<file path="src/rtl/nvacc_pkg.sv">
// Constants, types and timing for the non-volatile byte store access unit
// Overview of operation
// RULE1: Provide a 32 by 8 bit non-volatile store outside the data space.
// RULE2: Each store read or write moves one byte via address and data.
// RULE3: Control register is sector 1 location 40H, reached by pointer only.
// RULE4: Address and data registers sit in sector 0, directly accessible.
// RULE5: Address holds 5-bit index, reset zero, bits 7 to 5 read zero.
// RULE6: Data register is full 8-bit read/write, reset to zero.
// RULE7: Control bit 3 guards writes; while zero no write may start.
// RULE8: Setting control bit 2 starts a write; held high until it ends.
// RULE9: Write start with program guard clear has no effect.
// RULE10: Setting control bit 0 starts a read; cleared when read ends.
// RULE11: Control bit 1 guards reads; while zero no read may start.
// RULE12: Fetched byte appears in data register and stays until next access.
// RULE13: Each finished write raises the write-complete request flag.
// RULE14: Software sets guard and start in separate control writes.
package nvacc_pkg;

    // Store geometry
    localparam int NVACC_DEPTH = 32;
    localparam int NVACC_AW = 5;
    localparam int NVACC_DW = 8;

    // Sector selects and register locations
    localparam logic [7:0] NVACC_SECTOR0 = 8'h00;
    localparam logic [7:0] NVACC_SECTOR1 = 8'h01;
    localparam logic [7:0] NVACC_CTL_OFS = 8'h40;
    localparam logic [7:0] NVACC_ADDR_OFS = 8'h1E;
    localparam logic [7:0] NVACC_DATA_OFS = 8'h1F;

    // Control register field positions
    localparam int NVACC_READ_BIT = 0;
    localparam int NVACC_FETCH_UNLOCK_BIT = 1;
    localparam int NVACC_WRITE_BIT = 2;
    localparam int NVACC_PROG_UNLOCK_BIT = 3;

    // Reset values
    localparam logic [7:0] NVACC_CTL_RST = 8'h00;
    localparam logic [7:0] NVACC_ADDR_RST = 8'h00;
    localparam logic [7:0] NVACC_DATA_RST = 8'h00;

    // Timing: write time is rounded up to whole clock cycles
    localparam int NVACC_CLK_PERIOD_PS = 5000;
    localparam int NVACC_WRITE_TIME_NS = 2000;
    localparam int NVACC_WRITE_CYCLES =
        (NVACC_WRITE_TIME_NS * 1000 + NVACC_CLK_PERIOD_PS - 1) /
        NVACC_CLK_PERIOD_PS;
    localparam int NVACC_READ_CYCLES = 2;
    localparam int NVACC_CNT_W = 16;

    typedef enum logic [1:0] {
        NVACC_IDLE,
        NVACC_READ,
        NVACC_WRITE
    } nvacc_state_e;

endpackage

</file>
<file path="src/rtl/nvacc_store.sv">
// Byte-wide non-volatile store array with registered read port
`timescale 1ns/1ps
module nvacc_store #(
    parameter int DEPTH = nvacc_pkg::NVACC_DEPTH,
    parameter int AW = nvacc_pkg::NVACC_AW,
    parameter int DW = nvacc_pkg::NVACC_DW
) (
    input wire logic sys_clk_i,
    input wire logic resetn_i,
    input wire logic [AW-1:0] addr_i,
    input wire logic [DW-1:0] wdata_i,
    input wire logic we_i,
    input wire logic re_i,
    output logic [DW-1:0] rdata_o
);
    import nvacc_pkg::*;

    typedef struct packed {
        logic [DW-1:0] rdata;
    } nvacc_store_s;

    nvacc_store_s q, d;
    // Array is not reset: its contents model retained data
    logic [DW-1:0] mem [DEPTH]; // RULE1

    initial begin
        if (DEPTH > (1 << AW) || DEPTH < 1) begin
            $error("nvacc_store: depth does not fit address width");
        end
    end

    // Array write, one byte per cycle
    always_ff @(posedge sys_clk_i) begin
        if (we_i) begin
            mem[addr_i] <= wdata_i; // RULE2
        end
    end

    // Read capture; a write in the same cycle wins, the read is dropped and rdata keeps its last value
    always_comb begin
        d = q;
        if (re_i && !we_i) begin
            d.rdata = mem[addr_i]; // RULE2
        end
    end

    always_ff @(posedge sys_clk_i or negedge resetn_i) begin
        if (!resetn_i) begin
            q <= '0;
        end else begin
            q <= d;
        end
    end

    assign rdata_o = q.rdata;
endmodule

</file>
<file path="src/rtl/nvacc_top.sv">
// Access unit: address, data and control registers plus cycle sequencer
`timescale 1ns/1ps
module nvacc_top #(
    parameter int DEPTH = nvacc_pkg::NVACC_DEPTH,
    parameter int AW = nvacc_pkg::NVACC_AW,
    parameter int WRITE_CYCLES = nvacc_pkg::NVACC_WRITE_CYCLES,
    parameter int READ_CYCLES = nvacc_pkg::NVACC_READ_CYCLES
) (
    input wire logic sys_clk_i,
    input wire logic resetn_i,
    input wire logic [7:0] bus_sector_i,
    input wire logic [7:0] bus_addr_i,
    input wire logic bus_wr_i,
    input wire logic bus_rd_i,
    input wire logic [7:0] bus_wdata_i,
    output logic [7:0] bus_rdata_o,
    output logic nv_busy_o,
    output logic nv_done_flag_o
);
    import nvacc_pkg::*;

    localparam int AST_WR_MAX = 1000;
    localparam int AST_RD_MAX = 16;

    typedef struct packed {
        nvacc_state_e state;
        logic [NVACC_CNT_W-1:0] cnt;
        logic [AW-1:0] nv_address;
        logic [7:0] nv_data;
        logic nv_program_unlock;
        logic write_start;
        logic nv_fetch_unlock;
        logic read_start;
        logic [7:0] rdata;
        logic busy;
        logic done;
        logic [AW-1:0] st_addr;
        logic [7:0] st_wdata;
        logic st_we;
        logic st_re;
    } nvacc_top_s;

    nvacc_top_s q, d;
    logic [7:0] st_rdata;
    logic [7:0] ctl_view;
    logic [7:0] addr_view;
    logic sel_addr;
    logic sel_data;
    logic sel_ctl;

    // Cycle counts are bounded by the counter and by the timing checks
    initial begin
        if (WRITE_CYCLES < 2 || WRITE_CYCLES > AST_WR_MAX) begin
            $error("nvacc_top: write cycle count out of range");
        end
        if (READ_CYCLES < 2 || READ_CYCLES > AST_RD_MAX) begin
            $error("nvacc_top: read cycle count out of range");
        end
        if (AW > 8 || DEPTH > (1 << AW)) begin
            $error("nvacc_top: address width does not fit register");
        end
    end

    // Register decode on sector and location
    function automatic logic reg_hit(input logic [7:0] sector,
                                     input logic [7:0] addr,
                                     input logic [7:0] want_sector,
                                     input logic [7:0] want_addr);
        reg_hit = (sector == want_sector) && (addr == want_addr);
    endfunction

    // Control reaches only through sector 1; address and data in sector 0
    assign sel_ctl = reg_hit(bus_sector_i, bus_addr_i,
                             NVACC_SECTOR1, NVACC_CTL_OFS); // RULE3
    assign sel_addr = reg_hit(bus_sector_i, bus_addr_i,
                              NVACC_SECTOR0, NVACC_ADDR_OFS); // RULE4
    assign sel_data = reg_hit(bus_sector_i, bus_addr_i,
                              NVACC_SECTOR0, NVACC_DATA_OFS); // RULE4

    // Store array
    nvacc_store #(
        .DEPTH(DEPTH),
        .AW(AW),
        .DW(8)
    ) u_store (
        .sys_clk_i(sys_clk_i),
        .resetn_i(resetn_i),
        .addr_i(q.st_addr),
        .wdata_i(q.st_wdata),
        .we_i(q.st_we),
        .re_i(q.st_re),
        .rdata_o(st_rdata)
    );

    // Next state: register access, launch decisions and cycle timing
    always_comb begin
        d = q;
        ctl_view = '0;
        addr_view = '0;
        d.done = 1'b0;
        d.st_we = 1'b0;
        d.st_re = 1'b0;

        // Read views; unimplemented bits read as zero
        ctl_view[NVACC_PROG_UNLOCK_BIT] = q.nv_program_unlock;
        ctl_view[NVACC_WRITE_BIT] = q.write_start;
        ctl_view[NVACC_FETCH_UNLOCK_BIT] = q.nv_fetch_unlock;
        ctl_view[NVACC_READ_BIT] = q.read_start;
        addr_view[AW-1:0] = q.nv_address; // RULE5

        // Bus read answer, registered; unmapped locations read zero
        if (bus_rd_i) begin
            if (sel_ctl) begin
                d.rdata = ctl_view;
            end else if (sel_addr) begin
                d.rdata = addr_view;
            end else if (sel_data) begin
                d.rdata = q.nv_data;
            end else begin
                d.rdata = '0;
            end
        end

        // Direct register writes
        if (bus_wr_i && sel_addr) begin
            d.nv_address = bus_wdata_i[AW-1:0]; // RULE5
        end
        if (bus_wr_i && sel_data) begin
            d.nv_data = bus_wdata_i; // RULE6
        end

        // Control write; starts look at the guard as it stood before
        // this write, so setting guard and start together starts nothing
        if (bus_wr_i && sel_ctl) begin
            d.nv_program_unlock = bus_wdata_i[NVACC_PROG_UNLOCK_BIT];
            d.nv_fetch_unlock = bus_wdata_i[NVACC_FETCH_UNLOCK_BIT];
            if (q.state == NVACC_IDLE) begin
                if (bus_wdata_i[NVACC_WRITE_BIT] &&
                    q.nv_program_unlock) begin // RULE7 RULE9 RULE14
                    d.write_start = 1'b1; // RULE8
                    d.state = NVACC_WRITE;
                    d.busy = 1'b1;
                    d.cnt = NVACC_CNT_W'(WRITE_CYCLES - 1);
                    d.st_addr = q.nv_address; // RULE2
                    d.st_wdata = q.nv_data;
                end else if (bus_wdata_i[NVACC_READ_BIT] &&
                             q.nv_fetch_unlock) begin // RULE11 RULE14
                    d.read_start = 1'b1; // RULE10
                    d.state = NVACC_READ;
                    d.busy = 1'b1;
                    d.cnt = NVACC_CNT_W'(READ_CYCLES - 1);
                    d.st_addr = q.nv_address; // RULE2
                    d.st_re = 1'b1;
                end
            end
        end

        // Cycle sequencer; start bits are held by hardware while busy
        case (q.state)
            NVACC_IDLE: begin
            end
            NVACC_READ: begin
                if (q.cnt == '0) begin
                    d.nv_data = st_rdata; // RULE12
                    d.read_start = 1'b0; // RULE10
                    d.busy = 1'b0;
                    d.state = NVACC_IDLE;
                end else begin
                    d.cnt = q.cnt - NVACC_CNT_W'(1);
                end
            end
            NVACC_WRITE: begin
                if (q.cnt == '0) begin
                    d.write_start = 1'b0; // RULE8
                    d.done = 1'b1; // RULE13
                    d.st_we = 1'b1; // RULE2
                    d.busy = 1'b0;
                    d.state = NVACC_IDLE;
                end else begin
                    d.cnt = q.cnt - NVACC_CNT_W'(1);
                end
            end
            default: begin
                d.state = NVACC_IDLE;
                d.busy = 1'b0;
                d.read_start = 1'b0;
                d.write_start = 1'b0;
            end
        endcase
    end

    // State register; control, address and data clear at reset
    always_ff @(posedge sys_clk_i or negedge resetn_i) begin
        if (!resetn_i) begin
            q <= '0;
            q.state <= NVACC_IDLE;
            q.nv_address <= NVACC_ADDR_RST[AW-1:0]; // RULE5
            q.nv_data <= NVACC_DATA_RST; // RULE6
            q.nv_program_unlock <= NVACC_CTL_RST[NVACC_PROG_UNLOCK_BIT];
            q.nv_fetch_unlock <= NVACC_CTL_RST[NVACC_FETCH_UNLOCK_BIT];
            q.write_start <= NVACC_CTL_RST[NVACC_WRITE_BIT];
            q.read_start <= NVACC_CTL_RST[NVACC_READ_BIT];
        end else begin
            q <= d;
        end
    end

    // Outputs straight from flops
    assign bus_rdata_o = q.rdata;
    assign nv_busy_o = q.busy;
    assign nv_done_flag_o = q.done;
endmodule

</file>
<file path="config.mk">
export PLATFORM = sky130hd
export DESIGN_NAME = nvacc_top
export DESIGN_NICKNAME = d
export VERILOG_FILES = /design/src/rtl/nvacc_pkg.sv /design/src/rtl/nvacc_store.sv /design/src/rtl/nvacc_top.sv
export SDC_FILE = /design/constraint.sdc
export NUM_CORES = 1
export LEC_CHECK = 0
export ABC_CLOCK_PERIOD_IN_PS = 2800
export BUFFER_PORTS_ARGS = -buffer_cell sky130_fd_sc_hd__clkbuf_2
export CORE_ASPECT_RATIO = 0.6
export CORE_MARGIN = 5
export CORE_UTILIZATION = 35
export DETAILED_ROUTE_END_ITERATION = 10
export GPL_TIMING_DRIVEN = 0
export PLACE_DENSITY = 0.53
export SLEW_MARGIN = 5
export SYNTH_ARGS = -nofsm -noshare
export SYNTH_HDL_FRONTEND = slang
export SYNTH_SLANG_ARGS = --single-unit
</file>
<file path="constraint.sdc">
create_clock -name sys_clk_i -period 2.8 [get_ports sys_clk_i]
set_input_delay 0.28 -clock sys_clk_i [delete_from_list [all_inputs] [get_ports sys_clk_i]]
set_output_delay 0.28 -clock sys_clk_i [all_outputs]
set_load 0.005 [all_outputs]
</file>
==> results.py, run 1 <==
metrics = {
    "outcome": {
        "outcome": "finished clean",
    },
    "synthesis": {
        "synth-simple-area-share_pct": 7.523,
        "synth_compound_area_share_pct": 5.880,
        "synth.top_cell.area_share_pct": 57.35,
        "yosys_register_bits": 323,
        "yosys.area.top_type": "edfxtp_1",
        "synth_nets": 854,
        "yosysWarnings": 0,
        "synth_edf_count": 256,
        "netlist_top_cells_area": "edfxtp_1 (57%), dfrtp_1 (13%), mux4_2 (6.9%)",
        "syn_inst": 821,
        "yosysSeqAreaShare_pct": 69.85,
        "async_reset_ff_share_pct": 20.74,
        "syn-cell-area_um2": 13410,
        "synth_cell_types": 72,
        "synth.area.mux_share_pct": 13.87,
        "synth_fa_ha_area_share_pct": 0.4667,
        "ys.flop_type": "edfxtp_1",
        "synthXorXnorAreaFrac_pct": 0.06534,
        "syn_avg_cell_area_um2": 16.33,
        "synth_top_family_by_area": "multiplexers",
    },
    "cells_and_area": {
        "final_util_pct": 41.73,
        "syn_to_final_growth_pct": 17.59,
        "final_nets": 940,
        "n_antenna_cell": 0,
        "final_cell_mix": "edfxtp_1 (256), dfrtp_1 (65), mux2i_1 (52)",
        "layout_commonest_cell": "edfxtp_1",
        "drive_gt1_share_pct": 28.16,
    },
    "route": {
        "first_iter_violations": 927,
        "postRouteAntennaNets": 0,
        "drc": 0,
        "firstDrtPassIters": 6,
        "vias": 7932,
        "wire_per_inst_um": 25.47,
        "viasPerCell": 5.508,
        "routed_wl_mm": 36.67,
    },
    "floorplan": {
        "die_h_um": 161.6,
        "dieArea_um2": 42440,
        "initial_core_util_pct": 35.48,
        "rows": 55,
        "die_w_um": 262.7,
        "top_level_ports": 38,
        "core_area_um2": 37780,
    },
    "power": {
        "vdd_drop_max_v": 0.0005073,
        "finalPower_uw": 8911,
        "p_per_area_nw_per_um2": 565.3,
        "p_leak_uw": 0.004611,
    },
    "global_route": {
        "first_global_vias": 7732,
        "gr-total-overflow": 0,
        "grt_pass1_wl_mm": 53.87,
        "antenna_found_initial": 0,
        "grt_usage_pct": 17.07,
        "grt_max_degree": 56,
    },
    "timing": {
        "fin_crit_ps": 2773,
        "tightestPinTransition_ps": 1273,
        "hold_viol": 0,
        "clock.fmax_ghz": 0.3606,
        "finClkSkew_ps": 16.99,
        "setup_violations": 0,
        "fin_crit_sh_pct": 99.03,
        "relSlewSlack_pct": 15.12,
        "maxSlewViolCount": 0,
    },
    "worst_setup_path": {
        "startpoint_type": "flip-flop",
        "slowest_delay_ps": 660,
        "cp.arrival_ps": 3280,
        "critPathSlowestCell": "o311ai_0",
        "crit_path_end_kind": "flip-flop",
        "crit_fanout": 9,
        "required_ps": 3300,
        "crit_chain": "clkbuf_1 > nor2b_1 > nand2_1 > o311ai_0 > o32a_1",
        "path_class": "reg -> reg",
    },
    "placed_design": {
        "dp_hpwl_mm": 25.45,
        "io_buffers": 35,
        "place_congestion": 0.9271,
    },
    "cts": {
        "cts-root-buf": "clkbuf_16",
        "cts_buffer_depth": 3,
        "cts_made_buffers": 29,
        "cts_max_level": 1,
        "cts.sink_count": 323,
        "clk_latency_ps": 560,
        "clkTransAtPathRegs_ps": 70,
        "cts_tree": "yes",
    },
    "min_path": {
        "hold_path_class": "in -> reg",
    },
    "run": {
        "cap_violations": 0,
    },
}
-- power breakdown --
part | total, uW | internal (uW) | switching [uW]
Clock | 3710 | 1980 | 1720
Combinational | 83.2 | 38.1 | 45.1
Sequential | 5120 | 5120 | 2.16
Total | 8910 | 7140 | 1770
-- path summary, 6_finish.rpt --
kind,depth (start not counted),to,startpoint,slack [ps]
setup / recovery,5,u_store.rdata_o[1]$_DFFE_PN0P_,q[13]$_DFFE_PN0P_,30
hold reg to reg,1,q[54]$_DFF_PN0_,q[54]$_DFF_PN0_,520
max in group asynchronous,3,q[53]$_DFF_PN0_,resetn_i,2110
hold / removal,3,q[36]$_DFF_PN0_,bus_wdata_i[7],30
setup reg to reg,5,u_store.rdata_o[1]$_DFFE_PN0P_,q[13]$_DFFE_PN0P_,30
min in group asynchronous,2,q[35]$_DFF_PN0_,resetn_i,140
-- flip-flops by register name, summed over array words and instances, names as in the netlist --
signal           flops
nv_done_flag_o       1
ctl_view             4
bus_rdata_o          8
u_store.mem        256
nv_busy_o            1
addr_view            5
q                   40
u_store.rdata_o      8
-- layer usage --
layer / global-route usage [%] / up-vias / routed length, um
li1: - / 3400 / -
met1: 28.50 / 4140 / 18340
met4: 2.398 / 0 / 523
met2: 21.22 / 345 / 13860
met5: 0 / - / 0
met3: 5.953 / 47 / 3950
-- worst max-delay path, delay by kind of cell, from the launching register on --
family	cells	cell delay (ps)
flops	1	320
simple gates	2	920
buf+inv	1	580
compound gates	2	890
-- per-stage QoR --
stage / TNS (ps) / cells / hold slack (ps) / area, um2 / worst slack [ps]
3_3_place_gp: -122190 / 1369 / 494.3 / 14220 / -644.4
3_5_place_dp: -119150 / 1370 / 181.4 / 14250 / -600.1
2_1_floorplan: 0 / 821 / -15.59 / 13410 / 675.7
6_report: 0 / 1440 / 30.16 / 15760 / 27.11
5_1_grt: -954.8 / 1440 / 38.10 / 15760 / -37.55
4_1_cts: -27840 / 1427 / 18.99 / 15480 / -256.5
-- kinds of logic (layout without fill, tap and decap cells) --
logic type,Yosys count,in the layout
AO/OA/AOI/OAI,106,106
XOR/XNOR,1,1
adder cells (fa/ha/maj),5,5
buffers and inverters,62,168
flip-flops,323,323
multiplexers,130,130
AND/OR/NAND/NOR,194,194
-- repair_timing --
| item | CTS | global route |
|---|---|---|
| pin swaps | 2 | 14 |
| buffers inserted | 1 | 12 |
| endpoints found under the setup margin | 259 | 190 |
| resized for setup | 75 | 16 |
| hold endpoints to repair | 73 | 0 |
| hold buffers | 5 | 0 |
-- synthesized netlist by cell type (5+ instances only) --
master and instances:
mux4_2 41, edfxtp_1 256, nor3_1 19, a22oi_1 10
mux2_2 36, buf_4 14, dfrtp_1 67, clkbuf_1 14
o21ai_0 8, mux2i_1 53, nor2_1 73, a21oi_1 17
o31ai_1 5, inv_1 14, a31oi_1 5, o22ai_1 12
or3_1 7, ha_1 5, nand2_1 27, nand2b_1 10
buf_2 17, a32oi_1 5, nand3_1 20
-- area by class of cell --
cell class              count  area [um2]
fillers                  3411       22020
flip-flops and latches    323        9366
multi-input cells         436        4048
clock buffers              35       748.2
well taps                 513       641.9
repair buffers             55       518.0
plain buffers              47       280.3
clock inverters            16       103.9
inverters                  15       57.56
Note: power is estimated with default switching activity, not from simulation.
==> run 2: changes to the inputs <==
Settings changed: CORE_MARGIN 5 to 2.
==> run 2 against run 1 <==
  * Total power is 5.7% higher
  * Count of clock-buffer cells in the layout is 11 higher
  * Design area is 0.75% higher
  * Sequential power hardly changed
  * Die area is 5.9% lower
==> results.py, run 2 (synthesized netlist as in run 1, its figures left out) <==
metrics = {
    "timing": {
        "clock.fmax_ghz": 0.3630,
        "rsz0062_at_grt": "false",
        "final.setup.worst_slack_ps": 45.27,
        "fin_crit_ps": 2755,
        "whs_ps": 20.15,
        "finClkSkew_ps": 31.53,
        "relSlewSlack_pct": 15.39,
        "setup_violations": 0,
        "maxSlewViolCount": 0,
        "tightestPinTransition_ps": 1269,
        "fin_crit_sh_pct": 98.38,
        "hold_viol": 0,
    },
    "floorplan": {
        "initial_core_util_pct": 35.55,
        "die_h_um": 155.6,
        "rows": 55,
        "dieArea_um2": 39930,
        "core_area_um2": 37710,
        "top_level_ports": 38,
        "die_w_um": 256.7,
    },
    "worst_setup_path": {
        "setup.worst_path.end": "u_store.mem[9][7]$_DFFE_PP_",
        "critPathSlowestCell": "buf_2",
        "r2r_cells": 6,
        "required_ps": 3030,
        "crit_chain": "buf_2 > buf_4 > buf_2 > buf_2 > nand3_4 > nor2_4",
        "r2r-start": "q[10]$_DFFE_PN0P_",
        "path_class": "reg -> reg",
        "ff2ff_setup_slack_ps": 50,
        "r2r_end": "u_store.mem[9][7]$_DFFE_PP_",
        "cp.arrival_ps": 2990,
        "critPathTopFamily": "buffers and inverters",
        "crit_fanout": 10,
        "crit_path_end_kind": "flip-flop",
        "startpoint_type": "flip-flop",
        "slowest_delay_ps": 390,
        "crit_path_frequent_cell": "buf_2",
        "startpoint": "q[10]$_DFFE_PN0P_",
        "crit_buf_inv": 4,
        "cp_num_cells": 6,
    },
    "cts": {
        "cts_tree": "yes",
        "clkTransAtPathRegs_ps": 70,
        "cts-root-buf": "clkbuf_16",
        "cts.sink_count": 323,
        "cts_buffer_depth": 3,
        "cts_max_level": 1,
        "cts_made_buffers": 30,
        "clk_latency_ps": 580,
    },
    "route": {
        "wire_per_inst_um": 25.82,
        "drc": 0,
        "viasPerCell": 5.565,
        "firstDrtPassIters": 5,
        "postRouteAntennaNets": 0,
        "first_iter_violations": 944,
        "vias": 8030,
        "routed_wl_mm": 37.26,
    },
    "cells_and_area": {
        "postLayoutCellArea_um2": 15880,
        "layout_commonest_cell": "edfxtp_1",
        "seq_area_um2": 9370,
        "multiInputGateArea_um2": 4050,
        "final_cell_mix": "edfxtp_1 (256), dfrtp_1 (62), mux2i_1 (51)",
        "syn_to_final_growth_pct": 18.48,
        "final_nets": 938,
        "regMostFlops": "u_store.mem",
        "largest_reg_flops": 256,
        "drive_gt1_share_pct": 28.96,
        "fillers": 3438,
        "finalNonFillerCells": 1443,
        "top_regs": "u_store.mem x256, q x40",
    },
    "global_route": {
        "gr-total-overflow": 0,
        "first_global_vias": 7458,
        "grt_max_degree": 58,
        "antenna_found_initial": 1,
        "grt_pass1_wl_mm": 53.48,
        "grt_usage_pct": 18.53,
    },
    "run": {
        "cap_violations": 0,
    },
    "placed_design": {
        "placedCellCount": 1370,
        "post-place-ws_ps": -650.6,
        "dp_hpwl_mm": 25.30,
        "postPlaceCellArea_um2": 14250,
        "io_buffers": 35,
        "place_congestion": 0.9070,
    },
    "power": {
        "vdd_drop_max_v": 0.0004613,
        "p_per_area_nw_per_um2": 593.0,
        "p_leak_uw": 0.004672,
        "finalPower_uw": 9419,
    },
    "min_path": {
        "hold_path_class": "in -> reg",
        "worstHoldStart": "bus_wdata_i[7]",
    },
    "outcome": {
        "outcome": "finished clean",
    },
}
run 2: layer usage:
metal	vias up	GRT usage, %	wire (um)
li1	3422	-	-
met5	-	0	0
met4	0	3.405	586
met3	57	5.279	3708
met1	4205	31.49	19080
met2	346	22.48	13890
run 2: how the worst min path moves through the flow:
stage | endpoint | slack (ps) | cells past startpoint
2_1_floorplan | addr_view[0]$_DFFE_PN0P_ | -20 | 0
3_3_place_gp | q[51]$_DFF_PN0_ | 490 | 1
3_5_place_dp | bus_rdata_o[6]$_DFFE_PN0P_ | 170 | 1
4_1_cts | q[36]$_DFF_PN0_ | 10 | 3
5_1_grt | addr_view[0]$_DFFE_PN0P_ | 50 | 2
6_report | q[36]$_DFF_PN0_ | 20 | 3
run 2: worst reg2reg max path: stages (launching register included):
cell     delay (ps)
dfrtp_1         310
buf_2           250
buf_4           330
buf_2           400
buf_2           390
nand3_4         350
nor2_4          380
run 2: final cells by class:
class                   count  share of cell area (%)
repair buffers             52                   2.994
well taps                 513                   4.041
diodes                      1                 0.01576
flip-flops and latches    323                   59.00
multi-input cells         436                   25.50
plain buffers              47                   1.741
inverters                  15                  0.3781
clock inverters            10                  0.6539
clock buffers              46                   5.680
run 2: report_power, final:
group          switching (uW)  total [uW]  internal, uW
Sequential               2.18        5120          5120
Clock                    1810        4210          2400
Combinational            45.2        83.3          38.1
Total                    1860        9420          7560
run 2: timing repair:
action,4_1_cts,5_1_grt
endpoints found under the hold margin,73,0
setup buffers,0,11
hold buffers,5,0
setup endpoints to repair,260,123
pin swaps,2,14
resized for setup,78,9
run 2: per-stage QoR:
step           TNS (ps)  util (%)
2_1_floorplan         0         -
3_3_place_gp    -119770     37.71
3_5_place_dp    -118480     37.79
4_1_cts               0     41.44
5_1_grt               0     42.11
6_report              0     42.12
